<file path="src/hdl/rpl_pkg.sv">
// constants and types for the volatile profile loader
package rpl_pkg;
	localparam logic [6:0] BUS_ADDR_DEFAULT  = 7'h6a;
	localparam logic [7:0] MODE_REG_ADDR     = 8'h06;
	localparam logic [7:0] MODE_RESET_VALUE  = 8'h00;
	localparam logic [7:0] MODE_READY        = 8'h01;
	localparam logic [7:0] MODE_ACTIVE       = 8'h02;
	localparam logic [7:0] CFG_BASE_ADDR     = 8'h20;
	localparam int         CFG_COUNT         = 11;
	localparam logic [7:0] CFG_RESET_VALUE   = 8'h00;
	localparam int         CFG_REF_MUX       = 0;
	localparam int         CFG_INPUT_DIV     = 1;
	localparam int         CFG_FEEDBACK      = 2;
	localparam int         CFG_INT_DIV0      = 3;
	localparam int         CFG_FRAC_DIV0     = 8;
	localparam logic [7:0] GPIO_ASSIGN_ADDR  = 8'h30;
	localparam logic [7:0] BUS_ADDR_REG_ADDR = 8'h31;
	// straps settle through two flops before the third edge captures them
	localparam logic [1:0] STRAP_WAIT        = 2'h3;
	localparam logic [7:0] UNMAPPED_READ     = 8'h00;
	typedef enum logic [2:0] {
		BUS_IDLE  = 3'b000,
		BUS_ADDR  = 3'b001,
		BUS_AACK  = 3'b010,
		BUS_WDATA = 3'b011,
		BUS_WACK  = 3'b100,
		BUS_RDATA = 3'b101,
		BUS_RACK  = 3'b110
	} rpl_bus_state_type;
endpackage

</file>
<file path="src/hdl/rpl_loader.sv">
// serial-bus profile loader: staged volatile config, mode register, pins
`timescale 1ns/100ps
module rpl_loader #(
	parameter logic [6:0] DEV_ADDR = rpl_pkg::BUS_ADDR_DEFAULT,
	parameter int         GPIO_N   = 4
) (
	input  wire logic              SYS_CLK,
	input  wire logic              RST,
	input  wire logic              SCL_IN,
	input  wire logic              SDA_IN,
	output logic                   SDA_OUT,
	output logic                   SDA_OE,
	input  wire logic              BLANK_PART,
	input  wire logic [GPIO_N-1:0] GLOBAL_GPIO,
	input  wire logic              REF_PINS_PRESENT,
	input  wire logic [1:0]        REF_SELECT_PINS,
	output logic [GPIO_N-1:0]      GPIO_FUNC_EN,
	output logic                   CLK_RUN,
	output logic [7:0]             OPERATING_STATE,
	output logic [1:0]             REF_SEL,
	output logic [7:0]             INPUT_DIV,
	output logic [7:0]             FEEDBACK_RATIO,
	output logic [7:0]             INT_DIV_0,
	output logic [7:0]             INT_DIV_1,
	output logic [7:0]             INT_DIV_2,
	output logic [7:0]             INT_DIV_3,
	output logic [7:0]             INT_DIV_4,
	output logic [7:0]             FRAC_DIV_0,
	output logic [7:0]             FRAC_DIV_1
);
	import rpl_pkg::*;

	function automatic logic cfg_hit(input logic [7:0] a);
		cfg_hit = (a >= CFG_BASE_ADDR) &&
			(a < CFG_BASE_ADDR + 8'(CFG_COUNT));
	endfunction

	function automatic logic [3:0] cfg_idx(input logic [7:0] a);
		cfg_idx = 4'(a - CFG_BASE_ADDR);
	endfunction

	// pin synchronisers
	logic [1:0] scl_sy_reg, sda_sy_reg;
	logic       scl_d_reg, sda_d_reg;
	always_ff @(posedge SYS_CLK or posedge RST) begin
		if (RST) begin
			scl_sy_reg <= 2'h3;
			sda_sy_reg <= 2'h3;
			scl_d_reg  <= 1'b1;
			sda_d_reg  <= 1'b1;
		end else begin
			scl_sy_reg <= {scl_sy_reg[0], SCL_IN};
			sda_sy_reg <= {sda_sy_reg[0], SDA_IN};
			scl_d_reg  <= scl_sy_reg[1];
			sda_d_reg  <= sda_sy_reg[1];
		end
	end

	wire scl      = scl_sy_reg[1];
	wire sda      = sda_sy_reg[1];
	wire scl_rise = scl & ~scl_d_reg;
	wire scl_fall = ~scl & scl_d_reg;
	wire bus_start = scl & scl_d_reg & ~sda & sda_d_reg;
	wire bus_stop  = scl & scl_d_reg & sda & ~sda_d_reg;

	// serial bus slave
	rpl_bus_state_type st_reg, st_next;
	logic [3:0] cnt_reg, cnt_next;
	logic [7:0] sh_reg, sh_next, ptr_reg, ptr_next, rd_data;
	logic       first_reg, first_next, rw_reg, rw_next, oe_reg, oe_next;
	logic       wr_stb;
	logic [7:0] wr_addr, wr_data;

	always_comb begin
		st_next    = st_reg;
		cnt_next   = cnt_reg;
		sh_next    = sh_reg;
		ptr_next   = ptr_reg;
		first_next = first_reg;
		rw_next    = rw_reg;
		oe_next    = oe_reg;
		wr_stb     = 1'b0;
		wr_addr    = ptr_reg;
		wr_data    = sh_reg;
		if (bus_start) begin
			st_next    = BUS_ADDR;
			cnt_next   = 4'h0;
			oe_next    = 1'b0;
			first_next = 1'b1;
		end else if (bus_stop) begin
			st_next = BUS_IDLE;
			oe_next = 1'b0;
		end else if (scl_rise) begin
			if (st_reg == BUS_ADDR || st_reg == BUS_WDATA) begin
				sh_next  = {sh_reg[6:0], sda};
				cnt_next = cnt_reg + 4'h1;
			end else if (st_reg == BUS_RACK && sda) begin
				st_next = BUS_IDLE;
			end
		end else if (scl_fall) begin
			case (st_reg)
				BUS_ADDR: begin
					if (cnt_reg == 4'h8) begin
						cnt_next = 4'h0;
						if (sh_reg[7:1] == DEV_ADDR) begin
							st_next = BUS_AACK;
							oe_next = 1'b1;
							rw_next = sh_reg[0];
						end else begin
							st_next = BUS_IDLE;
						end
					end
				end
				BUS_AACK, BUS_RACK: begin
					if (st_reg == BUS_RACK || rw_reg) begin
						st_next  = BUS_RDATA;
						sh_next  = rd_data;
						oe_next  = ~rd_data[7];
						cnt_next = 4'h1;
						ptr_next = ptr_reg + 8'h01;
					end else begin
						st_next = BUS_WDATA;
						oe_next = 1'b0;
					end
				end
				BUS_WDATA: begin
					if (cnt_reg == 4'h8) begin
						st_next  = BUS_WACK;
						oe_next  = 1'b1;
						cnt_next = 4'h0;
						if (first_reg) begin
							ptr_next   = sh_reg;
							first_next = 1'b0;
						end else begin
							wr_stb   = 1'b1;
							ptr_next = ptr_reg + 8'h01;
						end
					end
				end
				BUS_WACK: begin
					st_next = BUS_WDATA;
					oe_next = 1'b0;
				end
				BUS_RDATA: begin
					if (cnt_reg == 4'h8) begin
						st_next  = BUS_RACK;
						oe_next  = 1'b0;
						cnt_next = 4'h0;
					end else begin
						sh_next  = {sh_reg[6:0], 1'b0};
						oe_next  = ~sh_reg[6];
						cnt_next = cnt_reg + 4'h1;
					end
				end
				default: begin
					st_next = BUS_IDLE;
					oe_next = 1'b0;
				end
			endcase
		end
	end

	always_ff @(posedge SYS_CLK or posedge RST) begin
		if (RST) begin
			st_reg    <= BUS_IDLE;
			cnt_reg   <= 4'h0;
			sh_reg    <= 8'h00;
			ptr_reg   <= 8'h00;
			first_reg <= 1'b0;
			rw_reg    <= 1'b0;
			oe_reg    <= 1'b0;
		end else begin
			st_reg    <= st_next;
			cnt_reg   <= cnt_next;
			sh_reg    <= sh_next;
			ptr_reg   <= ptr_next;
			first_reg <= first_next;
			rw_reg    <= rw_next;
			oe_reg    <= oe_next;
		end
	end

	// mode, staged and active profile, pin functions
	logic [7:0] mode_reg, mode_next;
	logic [7:0] stage_reg [CFG_COUNT];
	logic [7:0] stage_next [CFG_COUNT];
	logic [7:0] act_reg [CFG_COUNT];
	logic [7:0] act_next [CFG_COUNT];
	logic       run_reg, run_next, pp_reg, pp_next, blank_reg, blank_next;
	logic [1:0] ref_reg, ref_next, rp_s1_reg, rp_s2_reg, strap_cnt_reg;
	logic [1:0] strap_cnt_next;
	logic       pp_s1_reg, pp_s2_reg, bl_s1_reg, bl_s2_reg;
	logic [GPIO_N-1:0] gm_s1_reg, gm_s2_reg, gmask_reg, gmask_next;
	logic [GPIO_N-1:0] gpio_reg, gpio_next;
	logic       go_active, strap_done;

	assign go_active  = wr_stb && wr_addr == MODE_REG_ADDR &&
		wr_data == MODE_ACTIVE && mode_reg == MODE_READY;
	assign strap_done = strap_cnt_reg == STRAP_WAIT;

	always_comb begin
		mode_next      = mode_reg;
		stage_next     = stage_reg;
		act_next       = act_reg;
		run_next       = run_reg;
		blank_next     = blank_reg;
		gmask_next     = gmask_reg;
		strap_cnt_next = strap_cnt_reg;
		pp_next        = pp_reg;
		if (!strap_done) begin
			strap_cnt_next = strap_cnt_reg + 2'h1;
			blank_next     = bl_s2_reg;
			gmask_next     = gm_s2_reg;
			pp_next        = pp_s2_reg;
		end
		// pin assignments and bus address writes fall through unstored
		if (wr_stb && wr_addr == MODE_REG_ADDR) begin
			if (wr_data == MODE_READY) begin
				mode_next = MODE_READY;
			end else if (go_active) begin
				mode_next = MODE_ACTIVE;
				act_next  = stage_reg;
				run_next  = 1'b1;
			end
		end else if (wr_stb && cfg_hit(wr_addr) &&
				mode_reg == MODE_READY) begin
			stage_next[cfg_idx(wr_addr)] = wr_data;
		end
		gpio_next = blank_reg ? '0 : gmask_reg;
		ref_next  = pp_reg ? rp_s2_reg : act_reg[CFG_REF_MUX][1:0];
		if (ptr_reg == MODE_REG_ADDR) begin
			rd_data = mode_reg;
		end else if (cfg_hit(ptr_reg)) begin
			rd_data = stage_reg[cfg_idx(ptr_reg)];
		end else begin
			rd_data = UNMAPPED_READ;
		end
	end

	always_ff @(posedge SYS_CLK or posedge RST) begin
		if (RST) begin
			mode_reg      <= MODE_RESET_VALUE;
			stage_reg     <= '{default: CFG_RESET_VALUE};
			act_reg       <= '{default: CFG_RESET_VALUE};
			run_reg       <= 1'b0;
			blank_reg     <= 1'b1;
			gmask_reg     <= '0;
			gpio_reg      <= '0;
			ref_reg       <= 2'h0;
			pp_reg        <= 1'b0;
			strap_cnt_reg <= 2'h0;
			rp_s1_reg     <= 2'h0;
			rp_s2_reg     <= 2'h0;
			pp_s1_reg     <= 1'b0;
			pp_s2_reg     <= 1'b0;
			bl_s1_reg     <= 1'b1;
			bl_s2_reg     <= 1'b1;
			gm_s1_reg     <= '0;
			gm_s2_reg     <= '0;
		end else begin
			mode_reg      <= mode_next;
			stage_reg     <= stage_next;
			act_reg       <= act_next;
			run_reg       <= run_next;
			blank_reg     <= blank_next;
			gmask_reg     <= gmask_next;
			gpio_reg      <= gpio_next;
			ref_reg       <= ref_next;
			pp_reg        <= pp_next;
			strap_cnt_reg <= strap_cnt_next;
			rp_s1_reg     <= REF_SELECT_PINS;
			rp_s2_reg     <= rp_s1_reg;
			pp_s1_reg     <= REF_PINS_PRESENT;
			pp_s2_reg     <= pp_s1_reg;
			bl_s1_reg     <= BLANK_PART;
			bl_s2_reg     <= bl_s1_reg;
			gm_s1_reg     <= GLOBAL_GPIO;
			gm_s2_reg     <= gm_s1_reg;
		end
	end

	// open drain: only ever pulls low
	assign SDA_OUT         = 1'b0;
	assign SDA_OE          = oe_reg;
	assign GPIO_FUNC_EN    = gpio_reg;
	assign CLK_RUN         = run_reg;
	assign OPERATING_STATE = mode_reg;
	assign REF_SEL         = ref_reg;
	assign INPUT_DIV       = act_reg[CFG_INPUT_DIV];
	assign FEEDBACK_RATIO  = act_reg[CFG_FEEDBACK];
	assign INT_DIV_0       = act_reg[CFG_INT_DIV0];
	assign INT_DIV_1       = act_reg[CFG_INT_DIV0+1];
	assign INT_DIV_2       = act_reg[CFG_INT_DIV0+2];
	assign INT_DIV_3       = act_reg[CFG_INT_DIV0+3];
	assign INT_DIV_4       = act_reg[CFG_INT_DIV0+4];
	assign FRAC_DIV_0      = act_reg[CFG_FRAC_DIV0];
	assign FRAC_DIV_1      = act_reg[CFG_FRAC_DIV0+1];
endmodule

</file>
<file path="config.mk">
export PLATFORM = sky130hd
export DESIGN_NAME = rpl_loader
export DESIGN_NICKNAME = d
export VERILOG_FILES = /design/src/hdl/rpl_pkg.sv /design/src/hdl/rpl_loader.sv
export SDC_FILE = /design/constraint.sdc
export NUM_CORES = 1
export LEC_CHECK = 0
export ABC_AREA = 1
export BUFFER_PORTS_ARGS = -buffer_cell sky130_fd_sc_hd__buf_2
export CAP_MARGIN = 20
export CORE_MARGIN = 2
export CORE_UTILIZATION = 54
export DETAILED_ROUTE_END_ITERATION = 12
export PLACE_DENSITY_LB_ADDON = 0.2
export SYNTH_ARGS = -nofsm -noshare
export SYNTH_HDL_FRONTEND = slang
export SYNTH_SLANG_ARGS = --single-unit
</file>
<file path="constraint.sdc">
create_clock -name SYS_CLK -period 7.4 [get_ports SYS_CLK]
set_input_delay 0.74 -clock SYS_CLK [delete_from_list [all_inputs] [get_ports SYS_CLK]]
set_output_delay 0.74 -clock SYS_CLK [all_outputs]
set_load 0.01 [all_outputs]
</file>
==> results_dict.tcl <==
set metrics [dict create \
    htreeDepth 1 \
    use_met2_pct 37.42 \
    groute.layer.met3.usage_pct 3.113 \
    fin_cells 1488 \
    worstSkewPairLatency_ns 0.54 \
    maxCapViolCount 0 \
    start_util_pct 54.75 \
    crit_path_cells "inv_1 -> ha_1 -> nand3_1 -> nor3_4 -> nand3_4 -> buf_4 -> nand2_1 -> o21ai_0" \
    synth-async-reset-ratio_pct 100.0 \
    vdd_drop_max_v 0.0001664 \
    dieArea_um2 20740 \
    wl_per_cell_um 15.27 \
    maxClockFrequency_ghz 0.2519 \
    ys.flop_type "sky130_fd_sc_hd__dfrtp_1" \
    status "complete, no violations" \
    number_of_buffers_between_clock_root_and_the_deepest_sink 3 \
    gr-usage-met1_pct 30.81 \
    hold-worst-slack_ns 0.3051 \
    netlist_instances 1205 \
    postSynthRegisterBits 227 \
    cts_root_buffer "sky130_fd_sc_hd__clkbuf_16" \
    top_cell_type_by_total_area_after_synthesis "sky130_fd_sc_hd__dfrtp_1" \
    tritoncts.num_buffers 25 \
    core-area_um2 19330 \
    seq_area_frac_synth_pct 53.76 \
    final_area_um2 11400 \
    postCtsSetupRepairBufs 0 \
    drive_above_1_share_pct 14.80 \
    hold_buffers 0 \
    setup-violations-final 0 \
    synth_edf_count 0 \
    hpwl_um 15180 \
    dieHeight_um 144.0 \
    slew_viol_final 0 \
    antenna_violating_nets_post_route 0 \
    detailed_place.area_um2 10540 \
    total_wire_length_after_detailed_routing_um 22730 \
    dr_total_vias 7673 \
    cp_data_required_time_ns 7.78 \
    synth.most_common_cell "sky130_fd_sc_hd__nand2_1" \
    min_period_over_period_pct 53.65 \
    rsz_0062_raised_after_global_routing "false" \
    post_cts.resized_instances 0 \
    largest_register_ff_count 88 \
    worstPathArrival_ns 4.35 \
    drc 0 \
    type_of_origin_of_the_critical_path "register" \
    grt_antenna_before_repair 0 \
    synthToLayoutAreaGrowth_pct 7.694 \
    grt_max_degree 141 \
    min-delay-path-class "in -> reg" \
    synthesis.area_per_instance_um2 8.785 \
    crit_type "reg -> reg" \
    yosys.area.top_type_share_pct 51.53 \
    power_leakage_nw 5.377 \
    grt_pass1_wl_um 36580 \
    tritoncts "yes" \
    first_global_vias 7031 \
    place.port_buffers 93 \
    firstDrtPassIters 5 \
    hold_viol_final 0 \
    critical_path_top_delay_cell "sky130_fd_sc_hd__inv_1" \
    yosysWarningCount 0 \
    final_net_count 1226 \
    synth_area_leaders "sky130_fd_sc_hd__dfrtp_1 52%, sky130_fd_sc_hd__nand2_1 11%, sky130_fd_sc_hd__buf_4 5.7%" \
    die_w_um 144.0 \
    power_total_mw 2.689 \
    max_slew.worst_pin.slew_ns 1.040 \
    totalNegativeSetupSlack_ns 0 \
    synth.cell_area_um2 10590 \
    busiest_layer "met2" \
    globalplace.congestion 0.8658 \
    max-slew-margin-rel_pct 30.42 \
    worstPathMaxFanout 84 \
    drtIter0Drc 576 \
    globalRoute.totalOverflow 0 \
    top_level_ports 101 \
    post_layout_min_period_ns 3.970 \
    power_density_nw_per_um2 235.9 \
    netlist-cell-type-count 40 \
    rows 51 \
    route.detailed.vias_per_inst 5.157 \
    slowest_delay_ns 0.84 \
    number_of_cells_after_detailed_placement 1441 \
    synth_commonest_cells "310 x sky130_fd_sc_hd__nand2_1, 218 x sky130_fd_sc_hd__dfrtp_1, 123 x sky130_fd_sc_hd__inv_1" \
    worst_setup_hold_path_clk_slew_ns 0.06 \
    timing.critical_path.to_type "register" \
    antennaDiodeCount 0 \
    fin_clk_skew_ns 0.01884 \
    globalRouteTotalUtil_pct 22.22 \
    tritoncts_num_sinks 227 \
]
[through the flow]
stage	setup WS [ns]	util, %
floorplan	0.4554	-
global placement	3.600	54.48
detailed placement	3.439	54.52
CTS	3.419	58.82
global route	3.034	58.97
finish	3.430	58.97
[final cells by class]
cell class                      instances  area [um^2]
Timing Repair Buffer                   97        515.5
Multi-Input combinational cell        721         3526
Fill cell                            1754         7934
Tap cell                              265        331.6
Clock inverter                         10        125.1
Inverter                              132        504.2
Sequential cell                       227         5692
Clock buffer                           36        706.9
[layout by cell type (no fill, tap or decap), drive strengths merged]
cell type / synthesis / final
o22ai: 4 / 4
ha: 10 / 10
dfstp: 9 / 9
buf: 108 / 97
or2: 1 / 1
a32oi: 1 / 1
clkbuf: 23 / 36
nand2: 312 / 312
o21ai: 198 / 198
mux2: 5 / 5
xor2: 4 / 4
a31oi: 1 / 1
nand3: 64 / 64
nor2: 52 / 52
dfrtp: 218 / 218
o211ai: 5 / 5
o221ai: 6 / 6
conb: 1 / 7
inv: 128 / 129
nand4: 5 / 5
xnor2: 1 / 1
bufinv: 0 / 2
nor4: 1 / 1
clkinv: 4 / 10
clkinvlp: 0 / 1
a21oi: 37 / 37
nor3: 6 / 6
and2: 1 / 1
[worst max-delay path, delay by kind of cell (launching register included)]
| kind | cells | cell delay (ns) |
|---|---|---|
| AOI/OAI and AO/OA | 1 | 0.10 |
| adders and majority gates | 1 | 0.47 |
| buffers and inverters | 2 | 1.39 |
| DFF | 1 | 0.72 |
| and+or+nand+nor | 4 | 1.06 |
[report_power, final]
group	internal [mW]	switching [mW]	leakage [nW]
logic	0.0280	0.127	1.91
clock network	0.740	0.504	0.407
registers	1.27	0.0218	3.06
[layer usage]
| metal | wire length (um) | part of all wire, % |
|---|---|---|
| met1 | 9999 | 44 |
| met2 | 10990 | 48 |
| met3 | 1306 | 5.7 |
| met4 | 436 | 1.9 |
| met5 | 0 | 0 |
[path summary, 6_finish.rpt]
kind | start | slack (ns) | depth (start not counted) | end
worst max register to register | ptr_reg[0] | 3.43 | 8 | INT_DIV_3[0]
worst max-delay path | ptr_reg[0] | 3.43 | 8 | INT_DIV_3[0]
worst min register to register | gm_s1_reg[1] | 0.35 | 0 | gm_s2_reg[1]
worst min-delay path | GLOBAL_GPIO[1] | 0.31 | 1 | gm_s1_reg[1]
max in group asynchronous | RST | 5.75 | 4 | scl_d_reg
min in group asynchronous | RST | 0.39 | 2 | INT_DIV_0[0]
[cell families (layout without fill, tap and decap cells)]
family / count (synthesis) / in the layout / share of synthesized area [%]
AOI/OAI and AO/OA: 252 / 252 / 12.48
other: 1 / 7 / 0.03542
buffers and inverters: 263 / 275 / 13.21
xor gates and xnor gates: 5 / 5 / 0.4136
muxes: 5 / 5 / 0.5318
DFF: 227 / 227 / 53.76
and+or+nand+nor: 442 / 442 / 18.38
adders and majority gates: 10 / 10 / 1.182
No activity file was read; power rests on OpenSTA's default activity.
